[config.mk]
export PLATFORM = sky130hd
export DESIGN_NAME = pmcl_top
export DESIGN_NICKNAME = d
export VERILOG_FILES = /design/src/rtl/pmcl_pkg.sv /design/src/rtl/pmcl_top.sv
export VERILOG_INCLUDE_DIRS = /design/src /design/src/rtl
export SDC_FILE = /design/constraint.sdc
export NUM_CORES = 1
export LEC_CHECK = 0
export BUFFER_PORTS_ARGS = -buffer_cell sky130_fd_sc_hd__buf_2
export CAP_MARGIN = 20
export CORE_MARGIN = 4
export CORE_UTILIZATION = 40
export DETAILED_ROUTE_END_ITERATION = 10
export HOLD_SLACK_MARGIN = 0.05
export SETUP_SLACK_MARGIN = 0.1
export SLEW_MARGIN = 20
export SYNTH_ARGS = -nofsm -noshare
export SYNTH_HDL_FRONTEND = slang
export SYNTH_SLANG_ARGS = --single-unit
[constraint.sdc]
create_clock -name sys_clk -period 12.5 [get_ports sys_clk]
set_input_delay 1.25 -clock sys_clk [delete_from_list [all_inputs] [get_ports sys_clk]]
set_output_delay 1.25 -clock sys_clk [all_outputs]
set_load 0.05 [all_outputs]
[src/rtl/pmcl_map.svh]
`ifndef PMCL_MAP_SVH
`define PMCL_MAP_SVH
// ==========================================
// register offsets (word index on the port)
`define PMCL_OFS_CTRL 4'h0
`define PMCL_OFS_MODE 4'h1
`define PMCL_OFS_EEE 4'h2
`define PMCL_OFS_STAT 4'h3
// ==========================================
// control register fields
`define PMCL_CTRL_LOOP 0
`define PMCL_CTRL_ISO 1
`define PMCL_CTRL_COLT 2
`define PMCL_CTRL_FDX 3
`define PMCL_CTRL_ANEN 4
`define PMCL_CTRL_SPD100 5
`define PMCL_CTRL_PDN 6
`define PMCL_CTRL_RPT 7
`define PMCL_CTRL_SRST 15
`define PMCL_CTRL_RST 16'h0030
// ==========================================
// mode, eee and status fields
`define PMCL_MODE_FARLB 0
`define PMCL_MODE_EEEEN 1
`define PMCL_MODE_RST 16'h0000
`define PMCL_EEE_CAP 0
`define PMCL_EEE_ADV 1
`define PMCL_STAT_LINK 0
`define PMCL_STAT_EEEACT 1
`define PMCL_STAT_CRS 2
`define PMCL_STAT_COL 3
`define PMCL_STAT_FAST 4
`define PMCL_STAT_RMII 5
`define PMCL_STAT_IRQSEL 6
`define PMCL_STAT_LSTATE 8
// ==========================================
// code groups, first received bit is the msb
`define PMCL_SYM_J 5'h18
`define PMCL_SYM_K 5'h11
`define PMCL_SYM_T 5'h0d
`define PMCL_SYM_R 5'h07
`define PMCL_SYM_I 5'h1f
// ==========================================
// timing
`define PMCL_CLK_HZ 40000000
`define PMCL_SLOW_US 16
`define PMCL_SLOW_CYC ((`PMCL_SLOW_US * `PMCL_CLK_HZ + 999999) / 1000000)
`define PMCL_STABLE_MS 330
`define PMCL_STABLE_CYC ((`PMCL_STABLE_MS * (`PMCL_CLK_HZ / 1000)))
`define PMCL_SRST_MAX_MS 500
`define PMCL_SRST_CYC 16
`endif

[src/rtl/pmcl_pkg.sv]
package pmcl_pkg;
	typedef enum logic [2:0] {
		CS_IDLE, CS_FALSE, CS_STREAM, CS_AFTER_T, CS_AFTER_I
	} pmcl_carrier_t;
	typedef enum logic [1:0] {
		LM_DOWN, LM_WAIT, LM_READY, LM_UP
	} pmcl_link_t;
endpackage

[src/rtl/pmcl_top.sv]
// Chosen here: the register addresses and the strobed register port.
`timescale 1ns/10ps
`include "pmcl_map.svh"
// Overview of operation
// - eee off until software sets enable
// - eee only with mii, txer, bits, 100fdx
// - eee capability/advert defaults follow enable bit
// - isolate ignores mac transmit, keeps management
// - isolate reads zero after power-up
// - resets restore defaults; kept bits survive soft
// - power-down changes no register
// - slow mac clock 16 us, then fast while autoneg enable is set
// - soft reset self-clears, done within 0.5 s
// - carrier on crs or crs_dv, duplex-aware
// - carrier from zeros, dropped on ten ones
// - stream carrier ends at T/R or idles
// - col on tx and rx, off in fdx unless collision test
// - collision test follows transmit enable
// - link status picks 100 or 10 link by speed bit
// - link-ready waits autoneg, else straight up
// - 330 ms settle; data-valid loss drops link at 100 Mb only
// - loopback returns tx data, line tx off
// - loopback col quiet unless collision test
// - far loopback echoes line, isolates mac, rmii
// - irq-function strap taken at reset release
module pmcl_top
	import pmcl_pkg::*;
#(
	parameter int STABLE_CYC = `PMCL_STABLE_CYC
) (
	input wire logic sys_clk,
	input wire logic reset,
	input wire logic hwResetN,
	input wire logic reducedMiiSelectStrap,
	input wire logic irqPinFunctionStrap,
	input wire logic [3:0] regAddr,
	input wire logic [15:0] regWrData,
	input wire logic regWr,
	input wire logic regRd,
	output logic [15:0] regRdData,
	input wire logic txEn,
	input wire logic txEr,
	input wire logic [3:0] txData,
	output logic rxDv,
	output logic [3:0] rxData,
	output logic crs,
	output logic crsDv,
	output logic col,
	input wire logic rxBitClk,
	input wire logic rxCodeBit,
	input wire logic lineRxDv,
	input wire logic [3:0] lineRxData,
	output logic lineTxEn,
	output logic [3:0] lineTxData,
	input wire logic dataValid,
	input wire logic anLinkEnable,
	input wire logic link10,
	output logic linkIndicator,
	output logic miiRateFast,
	output logic eeeActive
);
	// ==========================================
	// input synchronisers
	localparam int NSYNC = 19;
	logic [NSYNC-1:0] syncA_reg;
	logic [NSYNC-1:0] syncB_reg;
	wire logic [NSYNC-1:0] rawIn = {hwResetN, reducedMiiSelectStrap, irqPinFunctionStrap,
		rxBitClk, rxCodeBit, dataValid, anLinkEnable, link10, txEn, txEr, txData,
		lineRxDv, lineRxData};

	always_ff @(posedge sys_clk or posedge reset) begin
		if (reset) begin
			syncA_reg <= '0;
			syncB_reg <= '0;
		end else begin
			syncA_reg <= rawIn;
			syncB_reg <= syncA_reg;
		end
	end

	wire logic sHwRstN = syncB_reg[18];
	wire logic sRmii = syncB_reg[17];
	wire logic sIrqSel = syncB_reg[16];
	wire logic sBitClk = syncB_reg[15];
	wire logic sCode = syncB_reg[14];
	wire logic sDataValid = syncB_reg[13];
	wire logic sAnEn = syncB_reg[12];
	wire logic sLink10 = syncB_reg[11];
	wire logic sTxEn = syncB_reg[10];
	wire logic sTxEr = syncB_reg[9];
	wire logic [3:0] sTxData = syncB_reg[8:5];
	wire logic sLineDv = syncB_reg[4];
	wire logic [3:0] sLineData = syncB_reg[3:0];

	// ==========================================
	// hardware reset pin and straps
	logic hwRstPrev_reg;
	logic strapTake_reg;
	logic rmiiStrap_reg;
	logic irqStrap_reg;

	always_ff @(posedge sys_clk or posedge reset) begin
		if (reset) begin
			hwRstPrev_reg <= 1'b0;
			strapTake_reg <= 1'b1;
		end else begin
			hwRstPrev_reg <= sHwRstN;
			strapTake_reg <= 1'b0;
		end
	end

	wire logic hwRstHold = !sHwRstN;
	wire logic hwRstRise = sHwRstN && !hwRstPrev_reg;

	// strap sampled after power-on release and on each pin release
	always_ff @(posedge sys_clk or posedge reset) begin
		if (reset) begin
			rmiiStrap_reg <= 1'b0;
			irqStrap_reg <= 1'b1;
		end else if (strapTake_reg || hwRstRise) begin
			rmiiStrap_reg <= sRmii;
			irqStrap_reg <= sIrqSel;
		end
	end

	// ==========================================
	// register file
	logic [15:0] ctrl_reg;
	logic [15:0] mode_reg;
	logic advSet_reg;
	logic advWritten_reg;
	logic srstBusy_reg;
	logic [4:0] srstCnt_reg;

	wire logic wrCtrl = regWr && regAddr == `PMCL_OFS_CTRL;
	wire logic wrMode = regWr && regAddr == `PMCL_OFS_MODE;
	wire logic wrEee = regWr && regAddr == `PMCL_OFS_EEE;
	wire logic srstStart = wrCtrl && regWrData[`PMCL_CTRL_SRST];
	wire logic clearRegs = hwRstHold || srstStart;

	// power-down is only a stored bit here; nothing else is touched
	always_ff @(posedge sys_clk or posedge reset) begin
		if (reset) begin
			ctrl_reg <= `PMCL_CTRL_RST;
		end else if (clearRegs) begin
			ctrl_reg <= `PMCL_CTRL_RST;
		end else if (wrCtrl) begin
			ctrl_reg <= regWrData;
		end
	end

	// eee enable is kept on soft reset, far loopback is not
	always_ff @(posedge sys_clk or posedge reset) begin
		if (reset) begin
			mode_reg <= `PMCL_MODE_RST;
		end else if (hwRstHold) begin
			mode_reg <= `PMCL_MODE_RST;
		end else if (srstStart) begin
			mode_reg[`PMCL_MODE_FARLB] <= 1'b0;
		end else if (wrMode) begin
			mode_reg <= regWrData;
		end
	end

	always_ff @(posedge sys_clk or posedge reset) begin
		if (reset) begin
			advSet_reg <= 1'b0;
			advWritten_reg <= 1'b0;
		end else if (clearRegs) begin
			advSet_reg <= 1'b0;
			advWritten_reg <= 1'b0;
		end else if (wrEee) begin
			advSet_reg <= regWrData[`PMCL_EEE_ADV];
			advWritten_reg <= 1'b1;
		end
	end

	always_ff @(posedge sys_clk or posedge reset) begin
		if (reset) begin
			srstBusy_reg <= 1'b0;
			srstCnt_reg <= 5'h00;
		end else if (srstStart) begin
			srstBusy_reg <= 1'b1;
			srstCnt_reg <= 5'(`PMCL_SRST_CYC - 1);
		end else if (srstBusy_reg) begin
			srstCnt_reg <= srstCnt_reg - 5'h01;
			srstBusy_reg <= srstCnt_reg != 5'h00;
		end
	end

	wire logic loopBit = ctrl_reg[`PMCL_CTRL_LOOP];
	wire logic isoBit = ctrl_reg[`PMCL_CTRL_ISO];
	wire logic colTest = ctrl_reg[`PMCL_CTRL_COLT];
	wire logic fdxBit = ctrl_reg[`PMCL_CTRL_FDX];
	wire logic anEnBit = ctrl_reg[`PMCL_CTRL_ANEN];
	wire logic spd100 = ctrl_reg[`PMCL_CTRL_SPD100];
	wire logic rptBit = ctrl_reg[`PMCL_CTRL_RPT];
	wire logic eeeEnable = mode_reg[`PMCL_MODE_EEEEN];
	wire logic farLoop = mode_reg[`PMCL_MODE_FARLB] && rmiiStrap_reg;
	wire logic eeeCap = eeeEnable;
	wire logic eeeAdv = advWritten_reg ? advSet_reg : eeeEnable;

	// ==========================================
	// mac interface rate after reset
	logic [9:0] slowCnt_reg;

	always_ff @(posedge sys_clk or posedge reset) begin
		if (reset) begin
			slowCnt_reg <= 10'(`PMCL_SLOW_CYC);
		end else if (hwRstHold || srstStart) begin
			slowCnt_reg <= 10'(`PMCL_SLOW_CYC);
		end else if (slowCnt_reg != 10'h000) begin
			slowCnt_reg <= slowCnt_reg - 10'h001;
		end
	end

	always_ff @(posedge sys_clk or posedge reset) begin
		if (reset) begin
			miiRateFast <= 1'b0;
		end else begin
			miiRateFast <= slowCnt_reg == 10'h000 && anEnBit;
		end
	end

	// ==========================================
	// carrier sense on the code-bit stream
	function automatic logic zerosApart(input logic [9:0] w);
		logic hit;
		hit = 1'b0;
		for (int i = 0; i < 8; i++) begin
			for (int j = i + 2; j < 10; j++) begin
				if (!w[i] && !w[j]) begin
					hit = 1'b1;
				end
			end
		end
		return hit;
	endfunction

	logic bitClkPrev_reg;
	logic [9:0] win_reg;
	logic [2:0] symCnt_reg;
	logic [3:0] onesCnt_reg;
	pmcl_carrier_t cs_reg;
	pmcl_carrier_t cs_next;
	logic carrier_reg;
	logic carrier_next;

	wire logic bitTick = sBitClk && !bitClkPrev_reg;
	wire logic [9:0] winNow = {win_reg[8:0], sCode};
	wire logic symEnd = symCnt_reg == 3'h4;
	wire logic [4:0] symNow = winNow[4:0];
	// old stream bits must not raise a false carrier after the end delimiter
	wire logic streamDone = (cs_reg == CS_AFTER_T || cs_reg == CS_AFTER_I) && cs_next == CS_IDLE;

	always_ff @(posedge sys_clk or posedge reset) begin
		if (reset) begin
			bitClkPrev_reg <= 1'b0;
			win_reg <= 10'h3ff;
			onesCnt_reg <= 4'h0;
		end else begin
			bitClkPrev_reg <= sBitClk;
			if (bitTick) begin
				win_reg <= streamDone ? 10'h3ff : winNow;
				onesCnt_reg <= !sCode ? 4'h0 : (onesCnt_reg == 4'ha) ? 4'ha : onesCnt_reg + 4'h1;
			end
		end
	end

	always_comb begin
		cs_next = cs_reg;
		carrier_next = carrier_reg;
		case (cs_reg)
			CS_IDLE: begin
				if (zerosApart(winNow)) begin
					cs_next = CS_FALSE;
					carrier_next = 1'b1;
				end
			end
			CS_FALSE: begin
				if (winNow == {`PMCL_SYM_J, `PMCL_SYM_K}) begin
					cs_next = CS_STREAM;
				end else if (sCode && onesCnt_reg >= 4'h9) begin
					cs_next = CS_IDLE;
					carrier_next = 1'b0;
				end
			end
			CS_STREAM: begin
				if (symEnd && symNow == `PMCL_SYM_T) begin
					cs_next = CS_AFTER_T;
					carrier_next = 1'b0;
				end else if (symEnd && symNow == `PMCL_SYM_I) begin
					cs_next = CS_AFTER_I;
					carrier_next = 1'b0;
				end
			end
			CS_AFTER_T: begin
				if (symEnd) begin
					cs_next = symNow == `PMCL_SYM_R ? CS_IDLE : CS_STREAM;
					carrier_next = symNow != `PMCL_SYM_R;
				end
			end
			CS_AFTER_I: begin
				if (symEnd) begin
					cs_next = symNow == `PMCL_SYM_I ? CS_IDLE : CS_STREAM;
					carrier_next = symNow != `PMCL_SYM_I;
				end
			end
			default: begin
				cs_next = CS_IDLE;
				carrier_next = 1'b0;
			end
		endcase
	end

	always_ff @(posedge sys_clk or posedge reset) begin
		if (reset) begin
			cs_reg <= CS_IDLE;
			carrier_reg <= 1'b0;
			symCnt_reg <= 3'h0;
		end else if (hwRstHold || srstStart) begin
			cs_reg <= CS_IDLE;
			carrier_reg <= 1'b0;
			symCnt_reg <= 3'h0;
		end else if (bitTick) begin
			cs_reg <= cs_next;
			carrier_reg <= carrier_next;
			if (cs_reg == CS_FALSE && cs_next == CS_STREAM) begin
				symCnt_reg <= 3'h0;
			end else begin
				symCnt_reg <= symEnd ? 3'h0 : symCnt_reg + 3'h1;
			end
		end
	end

	// ==========================================
	// mac-facing data path, loopbacks, collision
	wire logic macTxEn = sTxEn && !isoBit && !farLoop;
	wire logic rxOnly = fdxBit || rptBit;
	wire logic realCol = macTxEn && carrier_reg && !fdxBit && !loopBit;
	wire logic testCol = colTest && macTxEn;
	wire logic crsNow = carrier_reg || (!rxOnly && macTxEn);
	wire logic macQuiet = isoBit || farLoop;

	always_ff @(posedge sys_clk or posedge reset) begin
		if (reset) begin
			rxDv <= 1'b0;
			rxData <= 4'h0;
			crs <= 1'b0;
			crsDv <= 1'b0;
			col <= 1'b0;
		end else begin
			if (macQuiet) begin
				rxDv <= 1'b0;
				rxData <= 4'h0;
			end else if (loopBit) begin
				rxDv <= macTxEn;
				rxData <= sTxData;
			end else begin
				rxDv <= sLineDv;
				rxData <= sLineData;
			end
			crs <= !macQuiet && !rmiiStrap_reg && crsNow;
			crsDv <= !macQuiet && rmiiStrap_reg && crsNow;
			col <= !macQuiet && (realCol || testCol);
		end
	end

	always_ff @(posedge sys_clk or posedge reset) begin
		if (reset) begin
			lineTxEn <= 1'b0;
			lineTxData <= 4'h0;
		end else if (farLoop) begin
			lineTxEn <= sLineDv;
			lineTxData <= sLineData;
		end else if (loopBit || !macTxEn) begin
			lineTxEn <= 1'b0;
			lineTxData <= 4'h0;
		end else begin
			lineTxEn <= 1'b1;
			lineTxData <= sTxEr ? 4'h0 : sTxData;
		end
	end

	// ==========================================
	// link monitor
	pmcl_link_t lm_reg;
	logic [31:0] lmCnt_reg;

	always_ff @(posedge sys_clk or posedge reset) begin
		if (reset) begin
			lm_reg <= LM_DOWN;
			lmCnt_reg <= 32'h0;
		end else if (hwRstHold || srstStart || !sDataValid) begin
			lm_reg <= LM_DOWN;
			lmCnt_reg <= 32'h0;
		end else begin
			case (lm_reg)
				LM_DOWN: begin
					lm_reg <= LM_WAIT;
					lmCnt_reg <= 32'h1;
				end
				LM_WAIT: begin
					if (lmCnt_reg >= 32'(STABLE_CYC)) begin
						lm_reg <= anEnBit ? LM_READY : LM_UP;
					end else begin
						lmCnt_reg <= lmCnt_reg + 32'h1;
					end
				end
				LM_READY: begin
					if (sAnEn || !anEnBit) begin
						lm_reg <= LM_UP;
					end
				end
				LM_UP: begin
					lm_reg <= LM_UP;
				end
				default: begin
					lm_reg <= LM_DOWN;
				end
			endcase
		end
	end

	wire logic linkNow = spd100 ? lm_reg == LM_UP : sLink10;
	wire logic eeeNow = !rmiiStrap_reg && !irqStrap_reg && eeeEnable && eeeAdv
		&& spd100 && fdxBit && linkNow;

	always_ff @(posedge sys_clk or posedge reset) begin
		if (reset) begin
			linkIndicator <= 1'b0;
			eeeActive <= 1'b0;
		end else begin
			linkIndicator <= linkNow;
			eeeActive <= eeeNow;
		end
	end

	// ==========================================
	// register read port, data one cycle after the strobe
	logic [15:0] rdMux;

	always_comb begin
		rdMux = 16'h0000;
		case (regAddr)
			`PMCL_OFS_CTRL: begin
				rdMux = ctrl_reg;
				rdMux[`PMCL_CTRL_SRST] = srstBusy_reg;
			end
			`PMCL_OFS_MODE: rdMux = mode_reg;
			`PMCL_OFS_EEE: begin
				rdMux[`PMCL_EEE_CAP] = eeeCap;
				rdMux[`PMCL_EEE_ADV] = eeeAdv;
			end
			`PMCL_OFS_STAT: begin
				rdMux[`PMCL_STAT_LINK] = linkIndicator;
				rdMux[`PMCL_STAT_EEEACT] = eeeActive;
				rdMux[`PMCL_STAT_CRS] = carrier_reg;
				rdMux[`PMCL_STAT_COL] = col;
				rdMux[`PMCL_STAT_FAST] = miiRateFast;
				rdMux[`PMCL_STAT_RMII] = rmiiStrap_reg;
				rdMux[`PMCL_STAT_IRQSEL] = irqStrap_reg;
				rdMux[`PMCL_STAT_LSTATE +: 2] = lm_reg;
			end
			default: rdMux = 16'h0000;
		endcase
	end

	always_ff @(posedge sys_clk or posedge reset) begin
		if (reset) begin
			regRdData <= 16'h0000;
		end else begin
			regRdData <= regRd ? rdMux : 16'h0000;
		end
	end
endmodule

==> flow_metrics.py <==
metrics = {
    "synth": {
        "synthCells": 726,
        "synth_top_cells_by_area": "dfrtp_1 (53%), dfstp_2 (5.2%), nand2_1 (4.7%)",
        "yosysTopAreaCellShare_pct": 53.3,
        "syn-num-nets": 780,
        "async_reset_ff_share_pct": 100,
        "yosysSeqAreaShare_pct": 58.5,
        "synth_area_per_cell_um2": 10.5,
        "syn_area_um2": 7650,
        "synth_ff_type": "dfrtp_1",
        "synth_area_leader_cell": "dfrtp_1",
        "synth-edff-count": 0,
        "yosys_warnings": 0,
        "synth-seq-cells": 178,
        "synthTopCellsByCount": "dfrtp_1 (163), nand2_1 (95), nor2_1 (65)",
        "synth_most_common_cell": "dfrtp_1",
        "synth_cell_types": 64,
    },
    "global_route": {
        "grt_usage_pct": 16.3,
        "grt_start_max_net_pins": 111,
        "grt-ovfl-total": 0,
        "antenna_found_initial": 0,
        "grt_pass1_wl_um": 28700,
        "first_global_vias": 5680,
    },
    "critical_path": {
        "cpMostUsedCell": "a21oi_1",
        "crit_path_cell_trace": "buf_2 > nor3b_4 > a21oi_1 > nand3_1 > or3_1 > a21oi_1 > a21o_1",
        "slowest_stage": "a21oi_1",
        "crit_path_max_fanout": 23,
        "crit_path_start_kind": "input pin",
        "cp.arrival_ns": 3.71,
        "cpPeakStageDelay_ns": 0.73,
        "worstSetupPathType": "in2reg",
        "cp-end-kind": "register",
        "critPathRequiredTime_ns": 12.87,
    },
    "clock_network": {
        "cts_num_sinks": 178,
        "cts_resized": 0,
        "clkSlewWorstSetupHoldPaths_ns": 0.07,
        "numCtsBuffers": 17,
        "cts_tree": "done",
        "clk_latency_ns": 0.43,
        "htreeDepth": 4,
        "postCtsHoldBufs": 0,
        "root_buffer": "clkbuf_16",
        "cts_buffer_depth": 2,
        "cts_setup_buffers": 0,
    },
    "route": {
        "drt_iter0_drc": 401,
        "drtAntennaViolNets": 0,
        "vias": 5689,
        "wire_per_inst_um": 16.4,
        "wirelength_um": 16900,
        "viasPerCell": 5.51,
        "firstDrtPassIters": 5,
        "drc_errors": 0,
    },
    "sta": {
        "min_period_over_period_pct": 26.7,
        "hold_viol": 0,
        "max_freq_mhz": 299,
        "rsz0062_at_grt": "false",
        "tns_ns": 0,
        "finalClockSkew_ns": 0.0102,
        "slew_violations": 0,
        "relSlewSlack_pct": 30.9,
        "finalSetupViolCount": 0,
        "min_period_ns": 3.34,
        "worst_pin_slew_ns": 1.03,
    },
    "final_layout": {
        "final_area_um2": 8810,
        "area_growth_pct": 15.3,
        "largest_register_ffs": 32,
        "drive_gt1_share_pct": 17.5,
        "diodes": 0,
        "fin_nets": 840,
        "fillCellCount": 1714,
    },
    "die": {
        "fp-row-count": 50,
        "initial_core_util_pct": 40.7,
        "design.core.area_um2": 18800,
        "ios": 75,
        "die_w_um": 146,
        "die_area_um2": 21400,
        "die_y_um": 146,
    },
    "power_and_ir_drop": {
        "comb_power_share_pct": 10.1,
        "p_leak_nw": 4.01,
        "irDropWorstVdd_mv": 0.0900,
        "clockPowerShare_pct": 40.4,
        "switching_share_pct": 27.9,
        "seqPwrFrac_pct": 49.5,
        "p_per_area_nw_per_um2": 151,
        "power.switching_w": 0.000372,
        "p_int_w": 0.000961,
    },
    "placed_design": {
        "placed_cell_area_um2": 8190,
        "dp_hpwl_um": 11700,
        "io_buffers": 74,
        "gp_congestion": 0.858,
    },
    "worst_hold_path": {
        "hp-class": "reg2reg",
    },
    "job": {
        "maxCapViolations": 0,
    },
    "run_status": {
        "status": "complete, no violations",
    },
}
[layout make-up]
cell class | count | area, µm² | share of cell area, %
Sequential cell | 178 | 4470 | 50.7
Multi-Input combinational cell | 492 | 2960 | 33.5
Clock buffer | 17 | 425 | 4.83
Timing Repair Buffer | 76 | 385 | 4.37
Tap cell | 234 | 293 | 3.32
Clock inverter | 15 | 198 | 2.24
Inverter | 21 | 83.8 | 0.951
[worst paths after layout]
kind                                     from             to  slack [ns]  depth (start not counted)
max in group asynchronous               reset   lmCnt_reg[1]       10.08                          3
worst min-delay path            syncA_reg[10]  syncB_reg[10]        0.35                          0
worst min register to register  syncA_reg[10]  syncB_reg[10]        0.35                          0
worst max-delay path               regAddr[0]  lmCnt_reg[10]        9.16                          7
worst max register to register  syncB_reg[18]  lmCnt_reg[10]        9.91                          6
min in group asynchronous               reset  syncB_reg[15]        1.01                          2
[critical path, delay by kind of cell]
kind	cells	cell delay (ns)
AND/OR/NAND/NOR	3	0.97
AO/OA/AOI/OAI	3	0.99
buffers and inverters	1	0.49
[layout by cell type (no fill, tap or decap), types with 6 or more instances in the layout]
cell	instances
dfrtp_1	163
nand2_1	95
buf_2	74
nor2_1	64
a21oi_1	54
o21ai_0	27
nand3_1	25
mux2i_1	22
a22o_1	20
inv_1	19
clkbuf_16	17
and2_1	15
dfstp_2	15
and3_1	14
nor3_1	14
or3_1	11
ha_1	11
nor4_1	10
xnor2_1	9
nand4_1	8
nor4b_1	7
clkinv_8	6
[power by group through the flow]
stage / logic, W / clock network (W) / registers, W
after floorplan: 0.0000963 / 0 / 0.000666
after global placement: 0.000129 / 0 / 0.000667
after detailed placement: 0.000136 / 0 / 0.000669
after CTS: 0.000137 / 0.000553 / 0.000658
after global routing: 0.000154 / 0.000579 / 0.000666
final: 0.000135 / 0.000538 / 0.000660
[through the flow]
step	hold WS (ns)	instances	worst slack [ns]	util, %	power, W
finish	0.348	1033	9.16	47.0	0.00133
global route	0.360	1033	8.98	47.0	0.00140
CTS	0.351	1033	9.18	47.0	0.00135
detailed placement	0.335	1001	8.73	43.6	0.000805
global placement	0.334	1001	8.95	43.6	0.000796
floorplan	0.331	726	6.44	-	0.000762
[kinds of logic after synthesis]
logic type	synth area share, %
mux	3.47
other cells	0.0490
xor+xnor	1.49
flops	58.5
simple gates	19.1
compound gates	12.7
fa+ha+maj	1.80
buf+inv	2.86
[routing by layer]
layer	wire length, µm	track usage [%]
met1	7340	21.5
met2	8480	27.0
met5	0	0
met3	826	3.45
met4	284	5.36
Note: power is estimated with default switching activity, not from simulation.
